$ cat config.mk
export PLATFORM = sky130hd
export DESIGN_NAME = trsd_top
export DESIGN_NICKNAME = d
export VERILOG_FILES = /design/src/common/trsd_pkg.sv /design/src/rtl/trsd_top.sv
export SDC_FILE = /design/constraint.sdc
export NUM_CORES = 1
export LEC_CHECK = 0
export BUFFER_PORTS_ARGS = -buffer_cell sky130_fd_sc_hd__buf_2
export CORE_UTILIZATION = 45
export DETAILED_ROUTE_END_ITERATION = 16
export PLACE_DENSITY = 0.72
export SKIP_LAST_GASP = 1
export SYNTH_ARGS = -nofsm -noshare
export SYNTH_HDL_FRONTEND = slang
export SYNTH_SLANG_ARGS = --single-unit
$ cat constraint.sdc
create_clock -name CLOCK -period 2.1 [get_ports CLOCK]
set_input_delay 0 -clock CLOCK [delete_from_list [all_inputs] [get_ports CLOCK]]
set_output_delay 0 -clock CLOCK [all_outputs]
set_load 0.01 [all_outputs]
$ cat src/common/trsd_pkg.sv
// Package for the tape reader serial transmitter: constants, types, register map
package trsd_pkg;
  // Register byte offsets
  localparam logic [11:0] TRSD_CTRL_OFS = 12'h000;
  localparam logic [11:0] TRSD_STAT_OFS = 12'h004;
  localparam logic [11:0] TRSD_DIV_OFS = 12'h008;
  localparam logic [11:0] TRSD_TAPE_OFS = 12'h00c;
  localparam logic [11:0] TRSD_READ_OFS = 12'h010;
  // Control fields
  localparam int TRSD_CTRL_MODE_LSB = 0;
  localparam int TRSD_CTRL_PAR_BIT = 2;
  localparam int TRSD_CTRL_RDST_BIT = 3;
  // Status fields
  localparam int TRSD_STAT_TRIG_BIT = 0;
  localparam int TRSD_STAT_SENSE_BIT = 1;
  localparam int TRSD_STAT_DIST_BIT = 2;
  localparam int TRSD_STAT_TRDY_BIT = 3;
  localparam int TRSD_STAT_TOUT_BIT = 4;
  localparam int TRSD_STAT_TIGHT_BIT = 5;
  localparam int TRSD_STAT_FREE_BIT = 6;
  localparam int TRSD_STAT_LINE_BIT = 7;
  // Reset values
  localparam logic [15:0] TRSD_DIV_RST = 16'h0a2b;
  localparam logic [1:0] TRSD_MODE_RST = 2'h1;
  // Frame shape: start, eight data, two stop units
  localparam int TRSD_DATA_BITS = 8;
  localparam int TRSD_STOP_UNITS = 2;
  localparam int TRSD_FRAME_UNITS = 1 + TRSD_DATA_BITS + TRSD_STOP_UNITS;
  localparam logic [3:0] TRSD_FRAME_LAST = 4'(TRSD_FRAME_UNITS - 1);
  localparam logic [3:0] TRSD_STOP_FIRST = 4'(1 + TRSD_DATA_BITS);
  // Sensing cycle: 360 degrees, one step per unit interval tick
  localparam int TRSD_DEG_FULL = 360;
  localparam int TRSD_DEG_REARM = 43;
  localparam int TRSD_DEG_LAUNCH = 133;
  localparam int TRSD_DEG_FEED = 250;
  localparam int TRSD_DEG_STEP = 10;
  localparam logic [5:0] TRSD_PH_LAST = 6'(TRSD_DEG_FULL / TRSD_DEG_STEP - 1);
  localparam logic [5:0] TRSD_PH_REARM = 6'(TRSD_DEG_REARM / TRSD_DEG_STEP);
  localparam logic [5:0] TRSD_PH_LAUNCH = 6'(TRSD_DEG_LAUNCH / TRSD_DEG_STEP);
  localparam logic [5:0] TRSD_PH_FEED = 6'(TRSD_DEG_FEED / TRSD_DEG_STEP);
  localparam logic [5:0] TRSD_PH_CAPTURE = 6'h01;
  localparam logic [5:0] TRSD_PH_TRANSFER = 6'h02;
  localparam logic LINE_MARK = 1'b1;
  localparam logic LINE_SPACE = 1'b0;

  typedef enum logic [1:0] {TRSD_MODE_STOP = 2'h1, TRSD_MODE_RUN = 2'h0,
    TRSD_MODE_FREE = 2'h2} trsd_mode_t;
  typedef enum {TRSD_DS_IDLE, TRSD_DS_SEND} trsd_dstate_t;

  typedef struct packed {
    logic [11:0] addr;
    logic write;
    logic [31:0] wdata;
  } trsd_req_t;
endpackage : trsd_pkg

$ cat src/rtl/trsd_top.sv
// Tape reader serial transmitter: sensing cycle, serialiser, APB registers
// Functional notes
// - Data bits carry the ASCII character code
// - Frame is start space, eight data, stop mark
// - One frame lasts eleven unit intervals
// - Even parity sets eighth bit for even marks
// - Sense store holds last character for serialiser
// - Optional read store drives parallel outputs
// - Capture holes first, then transfer to stores
// - Entering run with tape starts sensing
// - Trigger is AND of run, not tight, not tape-out
// - Sensing cycle rearms; repeats only if triggered
// - Each sensing cycle launches one distributor cycle
// - Only sensing progress starts the distributor
// - Distributor sends elements in turn, rearms early
// - Line element is sense bit gated by slot
// - Eleven line positions: start, eight code, two stop
// - Each sensing cycle feeds tape one position
// - Tape out or tight tape stops sensing
// - Stop mode halts sensing and feeding
// - Free mode also disengages the feed drive
// - Trigger rearms near 43 degrees
// - Launch contact acts near 133 degrees
// - Tape feed step near 250 degrees
// - Cycles repeat back to back while triggered
//
// Decided for this implementation: the APB register port and the register addresses.
module trsd_top
  import trsd_pkg::*;
(
  input wire logic CLOCK,
  input wire logic RSTN,
  input wire logic PSEL,
  input wire logic PENABLE,
  input wire logic PWRITE,
  input wire logic [11:0] PADDR,
  input wire logic [31:0] PWDATA,
  output logic [31:0] PRDATA,
  output logic PREADY,
  output logic PSLVERR,
  input wire logic [7:0] TAPE_HOLES,
  input wire logic TAPE_PRESENT,
  input wire logic TAPE_TIGHT,
  output logic TAPE_FEED,
  output logic FEED_ENGAGED,
  output logic LINE_OUT,
  output logic [7:0] READ_OUT,
  output logic READ_STROBE
);
  trsd_req_t req;
  logic acc;
  logic wr_en;
  logic [1:0] mode_reg;
  logic parity_reg;
  logic rdst_reg;
  logic [15:0] div_reg;
  logic [15:0] div_cnt_reg;
  logic unit_tick;
  logic addr_mapped;

  logic [1:0] mode_prev_reg;
  logic trigger;
  logic run_sel;
  logic tape_ok;
  logic armed_reg;
  logic sense_busy_reg;
  logic [5:0] phase_reg;
  logic [7:0] capture_reg;
  logic [7:0] sense_reg;
  logic [7:0] read_reg;
  logic launch_reg;

  trsd_dstate_t dstate_reg;
  logic [3:0] slot_reg;
  logic [TRSD_FRAME_UNITS-1:0] slot_onehot;
  logic [TRSD_FRAME_UNITS-1:0] frame_bits;
  logic [7:0] data_bits;
  logic parity_bit;
  logic line_next;
  logic [31:0] rdata_next;

  assign req = '{addr: PADDR, write: PWRITE, wdata: PWDATA};
  assign acc = PSEL && PENABLE;
  assign wr_en = acc && req.write;
  assign addr_mapped = (req.addr == TRSD_CTRL_OFS) || (req.addr == TRSD_STAT_OFS)
    || (req.addr == TRSD_DIV_OFS) || (req.addr == TRSD_TAPE_OFS)
    || (req.addr == TRSD_READ_OFS);

  // Zero-wait APB slave; writes land at the access edge
  always_ff @(posedge CLOCK)
  begin
    if (!RSTN)
    begin
      mode_reg <= TRSD_MODE_RST;
      parity_reg <= 1'b0;
      rdst_reg <= 1'b1;
      div_reg <= TRSD_DIV_RST;
    end
    else if (wr_en && req.addr == TRSD_CTRL_OFS)
    begin
      mode_reg <= req.wdata[TRSD_CTRL_MODE_LSB +: 2];
      parity_reg <= req.wdata[TRSD_CTRL_PAR_BIT];
      rdst_reg <= req.wdata[TRSD_CTRL_RDST_BIT];
    end
    else if (wr_en && req.addr == TRSD_DIV_OFS)
    begin
      // New divisor applies at once; the count is compared, not reloaded
      div_reg <= req.wdata[15:0];
    end
  end

  always_comb
  begin
    rdata_next = 32'h0;
    case (req.addr)
      TRSD_CTRL_OFS:
      begin
        rdata_next[TRSD_CTRL_MODE_LSB +: 2] = mode_reg;
        rdata_next[TRSD_CTRL_PAR_BIT] = parity_reg;
        rdata_next[TRSD_CTRL_RDST_BIT] = rdst_reg;
      end
      TRSD_STAT_OFS:
      begin
        rdata_next[TRSD_STAT_TRIG_BIT] = trigger;
        rdata_next[TRSD_STAT_SENSE_BIT] = sense_busy_reg;
        rdata_next[TRSD_STAT_DIST_BIT] = (dstate_reg == TRSD_DS_SEND);
        rdata_next[TRSD_STAT_TRDY_BIT] = armed_reg;
        rdata_next[TRSD_STAT_TOUT_BIT] = !TAPE_PRESENT;
        rdata_next[TRSD_STAT_TIGHT_BIT] = TAPE_TIGHT;
        rdata_next[TRSD_STAT_FREE_BIT] = (mode_reg == TRSD_MODE_FREE);
        rdata_next[TRSD_STAT_LINE_BIT] = LINE_OUT;
      end
      TRSD_DIV_OFS: rdata_next[15:0] = div_reg;
      TRSD_TAPE_OFS: rdata_next[7:0] = sense_reg;
      TRSD_READ_OFS: rdata_next[7:0] = read_reg;
      default: rdata_next = 32'h0;
    endcase
  end

  // Read data is registered in setup so it stands at the access edge
  always_ff @(posedge CLOCK)
  begin
    if (!RSTN)
    begin
      PRDATA <= 32'h0;
      PREADY <= 1'b0;
      PSLVERR <= 1'b0;
    end
    else
    begin
      PREADY <= PSEL && !PENABLE;
      PSLVERR <= PSEL && !PENABLE && !addr_mapped;
      // Zero outside read answers, so stale data never looks valid
      PRDATA <= (PSEL && !PENABLE && !req.write) ? rdata_next : 32'h0;
    end
  end

  // Unit interval divider stands in for the constant-speed drive
  always_ff @(posedge CLOCK)
  begin
    if (!RSTN)
    begin
      div_cnt_reg <= 16'h0;
    end
    else if (unit_tick)
    begin
      div_cnt_reg <= 16'h0;
    end
    else
    begin
      div_cnt_reg <= div_cnt_reg + 16'h1;
    end
  end
  // Greater-or-equal, so a smaller new divisor never strands the count
  assign unit_tick = (div_cnt_reg >= div_reg);

  // Permissive chain in series, as the magnet circuit
  // Any mode code but run opens the chain, so code 3 acts as stop
  assign run_sel = (mode_reg == TRSD_MODE_RUN);
  assign tape_ok = TAPE_PRESENT && !TAPE_TIGHT;
  assign trigger = run_sel && tape_ok;

  // Sensing cycle: one phase step per unit tick
  always_ff @(posedge CLOCK)
  begin
    if (!RSTN)
    begin
      sense_busy_reg <= 1'b0;
      phase_reg <= 6'h0;
      armed_reg <= 1'b1;
      mode_prev_reg <= TRSD_MODE_RST;
      TAPE_FEED <= 1'b0;
      launch_reg <= 1'b0;
    end
    else
    begin
      mode_prev_reg <= mode_reg;
      TAPE_FEED <= 1'b0;
      // Rearm on entry to run, so a reader stopped mid-cycle restarts
      if (mode_reg == TRSD_MODE_RUN && mode_prev_reg != TRSD_MODE_RUN)
      begin
        armed_reg <= 1'b1;
      end
      if (unit_tick)
      begin
        // Contact stands one unit, so the distributor starts on a tick
        launch_reg <= 1'b0;
        if (!sense_busy_reg)
        begin
          if (trigger && armed_reg)
          begin
            sense_busy_reg <= 1'b1;
            phase_reg <= 6'h0;
            armed_reg <= 1'b0;
          end
        end
        else
        begin
          phase_reg <= phase_reg + 6'h1;
          if (phase_reg == TRSD_PH_REARM)
          begin
            armed_reg <= 1'b1;
          end
          if (phase_reg == TRSD_PH_LAUNCH)
          begin
            launch_reg <= 1'b1;
          end
          // Feed drive disengaged in free mode, so no step reaches the tape
          if (phase_reg == TRSD_PH_FEED && mode_reg != TRSD_MODE_FREE)
          begin
            TAPE_FEED <= 1'b1;
          end
          if (phase_reg == TRSD_PH_LAST)
          begin
            sense_busy_reg <= 1'b0;
          end
        end
      end
    end
  end

  // Feed pawl follows the mode lever, not the cycle
  always_ff @(posedge CLOCK)
  begin
    if (!RSTN)
    begin
      FEED_ENGAGED <= 1'b1;
    end
    else
    begin
      FEED_ENGAGED <= (mode_reg != TRSD_MODE_FREE);
    end
  end

  // Capture first, then transfer into both stores
  always_ff @(posedge CLOCK)
  begin
    if (!RSTN)
    begin
      capture_reg <= 8'h0;
      sense_reg <= 8'h0;
      read_reg <= 8'h0;
      READ_OUT <= 8'h0;
      READ_STROBE <= 1'b0;
    end
    else
    begin
      READ_STROBE <= 1'b0;
      READ_OUT <= rdst_reg ? read_reg : 8'h0;
      if (unit_tick && sense_busy_reg && phase_reg == TRSD_PH_CAPTURE)
      begin
        capture_reg <= TAPE_HOLES;
      end
      if (unit_tick && sense_busy_reg && phase_reg == TRSD_PH_TRANSFER)
      begin
        sense_reg <= capture_reg;
        read_reg <= capture_reg;
        READ_STROBE <= rdst_reg;
        // Outputs change with the strobe, not one clock after it
        READ_OUT <= rdst_reg ? capture_reg : 8'h0;
      end
    end
  end

  // Even parity replaces code bit eight when selected
  // Parity is read live, so software changes it only between frames
  assign parity_bit = parity_reg ? ^sense_reg[TRSD_DATA_BITS-2:0]
    : sense_reg[TRSD_DATA_BITS-1];
  assign data_bits = {parity_bit, sense_reg[TRSD_DATA_BITS-2:0]};
  assign frame_bits = {{TRSD_STOP_UNITS{LINE_MARK}}, data_bits, LINE_SPACE};

  // Each slot gates its stored bit onto the line
  genvar g;
  generate
    for (g = 0; g < TRSD_FRAME_UNITS; g++)
    begin : g_slot
      assign slot_onehot[g] = (slot_reg == 4'(g));
    end
  endgenerate
  assign line_next = (dstate_reg == TRSD_DS_SEND) ? |(slot_onehot & frame_bits)
    : LINE_MARK;

  // Distributor: launched only by the sensing cycle contact
  always_ff @(posedge CLOCK)
  begin
    if (!RSTN)
    begin
      dstate_reg <= TRSD_DS_IDLE;
      slot_reg <= 4'h0;
      LINE_OUT <= LINE_MARK;
    end
    else
    begin
      LINE_OUT <= line_next;
      case (dstate_reg)
        TRSD_DS_IDLE:
        begin
          // Starting on a tick gives the start element a whole unit
          if (launch_reg && unit_tick)
          begin
            dstate_reg <= TRSD_DS_SEND;
            slot_reg <= 4'h0;
          end
        end
        TRSD_DS_SEND:
        begin
          if (unit_tick)
          begin
            // After the second stop unit the idle branch keeps the line marking
            if (slot_reg == TRSD_FRAME_LAST)
            begin
              dstate_reg <= TRSD_DS_IDLE;
            end
            else
            begin
              slot_reg <= slot_reg + 4'h1;
            end
          end
        end
        default: dstate_reg <= TRSD_DS_IDLE;
      endcase
    end
  end
endmodule // trsd_top

==> flow_summary.ini, run 1 <==
[sta]
fmax_ghz = 0.450
slew_headroom = 0.643
layout_min_cycle_time_ns = 2.22
finalClockSkew_ns = 0.0113
drv_slew = 0
min_period_over_period = 1.06
worst_slack_ns = -0.123
rsz0062_at_grt = true
setup_viol = 45
tightest_slew_ns = 0.534
report.final.hold_viol_count = 0

[grt]
grt_pass1_wl_um = 18000
overflow = 0
grt_pass1_vias = 3846
grt_max_degree = 49
grt_antenna_before_repair = 0
grt_usage = 0.225

[worst_setup_path]
crit_path_start_kind = register
path_class = register to register
cp.required_ns = 2.40
crit_fanout = 15
worstSetupEndpointType = register
crit_slowest_cell = a2111o_1
slowest_delay_ns = 0.45
cp.arrival_ns = 2.53
crit_chain = inv_1, ha_1, a2111o_1, a32oi_4, and2_4, buf_12, nand2_8, nor2_1

[routing]
drt_iter0_markers = 223
ant_nets = 0
vias_per_cell = 5.14
post_drt_wl_per_cell_um = 14.9
num_vias = 4030
wirelength_um = 11700
drc = 0
drt_first_pass_iters = 5

[layout]
syn_to_final_growth_pct = 36.9
final_nets = 731
n_fill_cell = 803
multi_input_area_sq_um = 2730
drive_above_1_share = 0.315
regArea_sq_um = 1970
insertedDiodeCount = 0
final_util = 0.640

[clocking]
cts.htree.levels = 3
cts_buffer_depth = 2
cts_root_buf = clkbuf_8
cts.sinks = 98
clkSlewWorstSetupHoldPaths_ns = 0.10
insertion_delay_ns = 0.37
cts_buffers = 9
cts_tree = built

[yosys]
synthArstFlopShare = 0
synth_seq_cells = 98
yosysSeqAreaShare = 0.427
synth_area_leaders = dfxtp_1, mux2i_1, ha_1
syn_area_sq_um = 4590
synth_top_cell_by_area = dfxtp_1
synth_flop_cell = dfxtp_1
synth.most_common_cell = dfxtp_1
yosys.cell_types.count = 53
synth_top_area_frac = 0.427
postSynthAreaPerCell_sq_um = 9.17
synth-edff-count = 0
synthTopCellsByCount = dfxtp_1, nand2_1, nor2_1
ys.warnings.count = 0
syn-instance-count = 501

[min_path]
holdCritPathClass = input pin to register

[outcome]
status = finished, violations left
violations = negative setup slack

[floorplan]
die_area_sq_um = 10600
start_util = 0.468
ios = 105
rows = 36
fp.dieH_um = 103
die-width_um = 103
core_sq_um = 9820

[run]
drv_cap = 0

[power]
powerDensity_nw_per_um2 = 544
vdd_drop_max_mv = 0.314
total_leakage_power_nw = 2.65

[placement]
dp_hpwl_um = 7800
portBuffers = 72
place_ws_ns = -0.241
place.gp.congestion = 0.869
metal layers:
layer | GRT usage | vias to the layer above | wire, um
met5 | 0 | - | 0
met4 | 0.0856 | 0 | 252
met3 | 0.0420 | 22 | 705
met2 | 0.390 | 143 | 5740
met1 | 0.276 | 1876 | 5010
li1 | - | 1989 | -
critical path: cells and delay by family (launching register included):
kind                     cells  cell delay (ns)
AO/OA/AOI/OAI                2             0.76
adder cells (fa/ha/maj)      1             0.29
buffers and inverters        2             0.21
flip-flops                   1             0.34
AND/OR/NAND/NOR              3             0.55
path summary, 6_finish.rpt:
kind              slack [ns]  depth (start not counted)            from        endpoint
hold / removal          0.08                          5       PADDR[10]         PSLVERR
hold reg to reg         0.47                          2  capture_reg[3]  capture_reg[3]
setup / recovery       -0.12                          8      div_reg[1]  div_cnt_reg[3]
setup reg to reg       -0.12                          8      div_reg[1]  div_cnt_reg[3]
cell usage in the layout, fill, tap and decap left out, types with 4 or more instances in the layout:
cell | synthesis | final
dfxtp_1 | 98 | 91
buf_2 | 2 | 72
nand2_1 | 61 | 58
buf_4 | 17 | 47
nor2_1 | 48 | 35
dlygate4sd3_1 | 0 | 29
mux2i_1 | 32 | 27
nor2b_1 | 24 | 24
inv_1 | 27 | 23
ha_1 | 25 | 19
conb_1 | 1 | 16
nand3_1 | 14 | 14
and3_1 | 14 | 14
nand4_1 | 12 | 12
a21oi_1 | 13 | 11
a22oi_1 | 11 | 11
xor2_1 | 11 | 11
xnor2_1 | 9 | 9
clkbuf_8 | 0 | 9
nor2_4 | 0 | 8
dfxtp_2 | 0 | 7
ha_4 | 0 | 6
nor3_1 | 7 | 5
o211ai_2 | 5 | 5
mux2i_4 | 0 | 5
nor2_2 | 0 | 5
inv_2 | 0 | 4
o21ai_2 | 0 | 4
a222oi_1 | 4 | 4
buf_12 | 2 | 4
through the flow:
stage / power, mW / setup TNS (ns) / hold slack, ns / area, sq um / instances
finish: 3.42 / -3.00 / 0.0828 / 6290 / 784
global route: 3.57 / -7.58 / 0.0922 / 6290 / 784
CTS: 3.43 / -0.277 / 0.0729 / 6030 / 781
detailed placement: 2.05 / -6.81 / 0.234 / 5360 / 734
global placement: 2.05 / -3.73 / 0.227 / 5360 / 734
floorplan: 2.01 / -0.0466 / 0.125 / 4690 / 516
where the power goes:
group	total (mW)	internal, mW	switching (mW)
clock network	1.35	0.678	0.672
logic	0.205	0.102	0.103
registers	1.87	1.86	0.00401
total	3.42	2.64	0.779
timing repair:
action / in CTS / in global routing
pin swaps: 14 / 22
resized for setup: 30 / 52
endpoints found under the hold margin: 32 / 0
setup endpoints to repair: 54 / 56
hold buffers: 29 / 0
gates cloned: 1 / 0
setup buffers: 2 / 4
cell type report:
type | instances | share of cell area
Sequential cell | 98 | 0.313
Timing Repair Buffer | 154 | 0.176
Tap cell | 133 | 0.0265
Clock inverter | 5 | 0.0137
Clock buffer | 10 | 0.0203
Inverter | 27 | 0.0161
Multi-Input combinational cell | 357 | 0.434
kinds of logic after synthesis:
family	after synthesis	share of synthesized area
buffers and inverters	61	0.0714
muxes	33	0.0722
adders and majority gates	25	0.0681
and+or+nand+nor	198	0.217
AOI/OAI and AO/OA	65	0.105
other	1	0.000816
DFF	98	0.427
xor gates and xnor gates	20	0.0381
Note: power is estimated with default switching activity, not from simulation.
==> run 2, diff against run 1 <==
--- a/config.mk
+++ b/config.mk
@@ -5,10 +5,10 @@
 export SDC_FILE = /design/constraint.sdc
 export NUM_CORES = 1
 export LEC_CHECK = 0
-export BUFFER_PORTS_ARGS = -buffer_cell sky130_fd_sc_hd__buf_2
 export CORE_UTILIZATION = 45
 export DETAILED_ROUTE_END_ITERATION = 16
-export PLACE_DENSITY = 0.72
+export DONT_BUFFER_PORTS = 1
+export PLACE_DENSITY = 0.63
 export SKIP_LAST_GASP = 1
 export SYNTH_ARGS = -nofsm -noshare
 export SYNTH_HDL_FRONTEND = slang
==> run 2 against run 1 <==
The flow still finishes with violations (negative setup slack); count of clock-buffer cells in the layout is 2 higher; via count down 6.8%; die area unchanged; fmax up 5.2%; power is 0.31% higher; non-clock buffer count is 69 lower; global-route usage down 1.4 points; worst setup slack improved by 0.11 ns; critical endpoint is now READ_OUT[2]; largest cell class unchanged.
==> flow_summary.ini, run 2 (same netlist as run 1, synthesis figures left out) <==
[outcome]
status = finished, violations left
violations = negative setup slack

[routing]
drc = 0
drt_first_pass_iters = 8
post_drt_wl_per_cell_um = 15.2
ant_nets = 0
drt_iter0_markers = 247
vias_per_cell = 5.25
num_vias = 3757
wirelength_um = 10900

[worst_setup_path]
cp.arrival_ns = 2.35
r2r_slack_ns = -0.01
reg2reg_from = div_cnt_reg[0]
ff2ff_path_depth = 10
worstSetupEndpointType = register
crit_path_start_kind = register
cp.required_ns = 2.34
reg2reg_to = READ_OUT[2]
crit_fanout = 8
path_class = register to register

[placement]
dp_hpwl_um = 7440
portBuffers = 0
place.gp.congestion = 0.835
dp.cells = 662

[layout]
regArea_sq_um = 1970
multi_input_area_sq_um = 2560
layout_common_cells = dfxtp_1, nand2_1, nor2_1, buf_4, dlygate4sd3_1
layout_commonest_cell = dfxtp_1
insertedDiodeCount = 0
syn_to_final_growth_pct = 27.5
final_cells = 716
drive_above_1_share = 0.192
final_nets = 662
n_fill_cell = 841

[sta]
setup_viol = 4
slew_headroom = 0.578
fmax_ghz = 0.474
fin_tns_setup_ns = -0.0318
timing.hold.ws_ns = 0.0297
tightest_slew_ns = 0.631
min_period_over_period = 1.01
worst_slack_ns = -0.0119
finalClockSkew_ns = 0.00625
drv_slew = 0
layout_min_cycle_time_ns = 2.11
rsz0062_at_grt = true
report.final.hold_viol_count = 0

[clocking]
cts.htree.levels = 3
cts_tree = built
cts_buffer_depth = 2
cts_root_buf = clkbuf_8
cts_buffers = 9
cts.sinks = 98
clkSlewWorstSetupHoldPaths_ns = 0.09
insertion_delay_ns = 0.36

[grt]
grt_pass1_wl_um = 17000
overflow = 0
grt_pass1_vias = 3490
grt_usage = 0.211
grt_antenna_before_repair = 0
grt_max_degree = 77

[power]
netSwitchingPower_uw = 726
powerDensity_nw_per_um2 = 586
power_frac_comb = 0.044
internal-power_mw = 2.71
total_leakage_power_nw = 2.37
switching_share = 0.212
clkPwrFrac = 0.412
pwr-share-seq = 0.544
finalPower_mw = 3.43
vdd_drop_max_mv = 0.367

[run]
drv_cap = 0

[floorplan]
core_sq_um = 9820
fp.dieH_um = 103
ios = 105
die_area_sq_um = 10600
start_util = 0.468
rows = 36
die-width_um = 103

[min_path]
holdCritPathClass = input pin to register
hold_start = RSTN
hold_end = READ_OUT[7]
whs_path_depth = 2
[run 2: changes by cell type in the layout (fill, tap and decap cells not counted), moves of 4 or more]
cell           change
buf_2             -72
dlygate4sd3_1      +4
buf_4              -4
nor2_4             -8
nor2_1            +12
o21ai_2            -4
nor2_2             -4
mux2i_4            -4
[run 2: what timing repair did]
action                                 in CTS  in global routing
buffers inserted                            3                  2
hold buffers                               34                  0
resized for setup                          17                 26
setup endpoints to repair                  53                 56
gates cloned                                1                  0
endpoints found under the hold margin      79                  0
pin swaps                                  10                 10
[run 2: worst max-delay path, cell delays in order, from the launching register on]
cell	delay [ns]
dfxtp_2	0.34
inv_2	0.04
ha_4	0.22
nand2b_4	0.13
a2111o_1	0.36
a32oi_2	0.24
buf_6	0.16
a21oi_4	0.07
buf_12	0.15
mux2i_2	0.21
nor2_1	0.06
[run 2: how the worst max path moves through the flow]
stage	startpoint	endpoint	slack, ns	cells after the start
2_1_floorplan	div_cnt_reg[0]	div_cnt_reg[10]	-0.005	10
3_3_place_gp	div_reg[13]	READ_OUT[6]	-0.13	10
3_5_place_dp	div_cnt_reg[0]	div_cnt_reg[2]	-0.18	9
4_1_cts	div_cnt_reg[0]	READ_OUT[1]	-0.03	10
5_1_grt	div_reg[13]	read_reg[0]	-0.09	10
6_report	div_cnt_reg[0]	READ_OUT[2]	-0.01	10
[run 2: metrics by stage]
stage / worst slack, ns / util / instance area (sq um)
floorplan: -0.00517 / - / 4690
global placement: -0.128 / 0.509 / 5000
detailed placement: -0.182 / 0.509 / 5000
CTS: -0.0315 / 0.583 / 5720
global route: -0.0900 / 0.596 / 5860
finish: -0.0119 / 0.596 / 5860
[run 2: cell type report]
type                       instances  area share
clock inverter                     4      0.0124
sequential                        98       0.336
tap                              133      0.0284
inverter                          27      0.0173
multi-input combinational        357       0.437
clock buffer                      12      0.0282
timing repair buffer              85       0.140
[run 2: power by group through the flow]
| stage | combinational [mW] | sequential [mW] | clock, mW |
|---|---|---|---|
| floorplan | 0.0943 | 1.91 | 0 |
| global placement | 0.0644 | 1.91 | 0 |
| detailed placement | 0.0656 | 1.91 | 0 |
| CTS | 0.142 | 1.87 | 1.44 |
| global route | 0.165 | 1.87 | 1.53 |
| finish | 0.149 | 1.87 | 1.42 |
[run 2: layer usage]
layer | track usage | vias up | part of all wire
met5 | 0 | - | 0
met3 | 0.0508 | 11 | 0.074
met1 | 0.272 | 1747 | 0.45
met2 | 0.346 | 139 | 0.47
li1 | - | 1860 | -
met4 | 0.0715 | 0 | 0.014
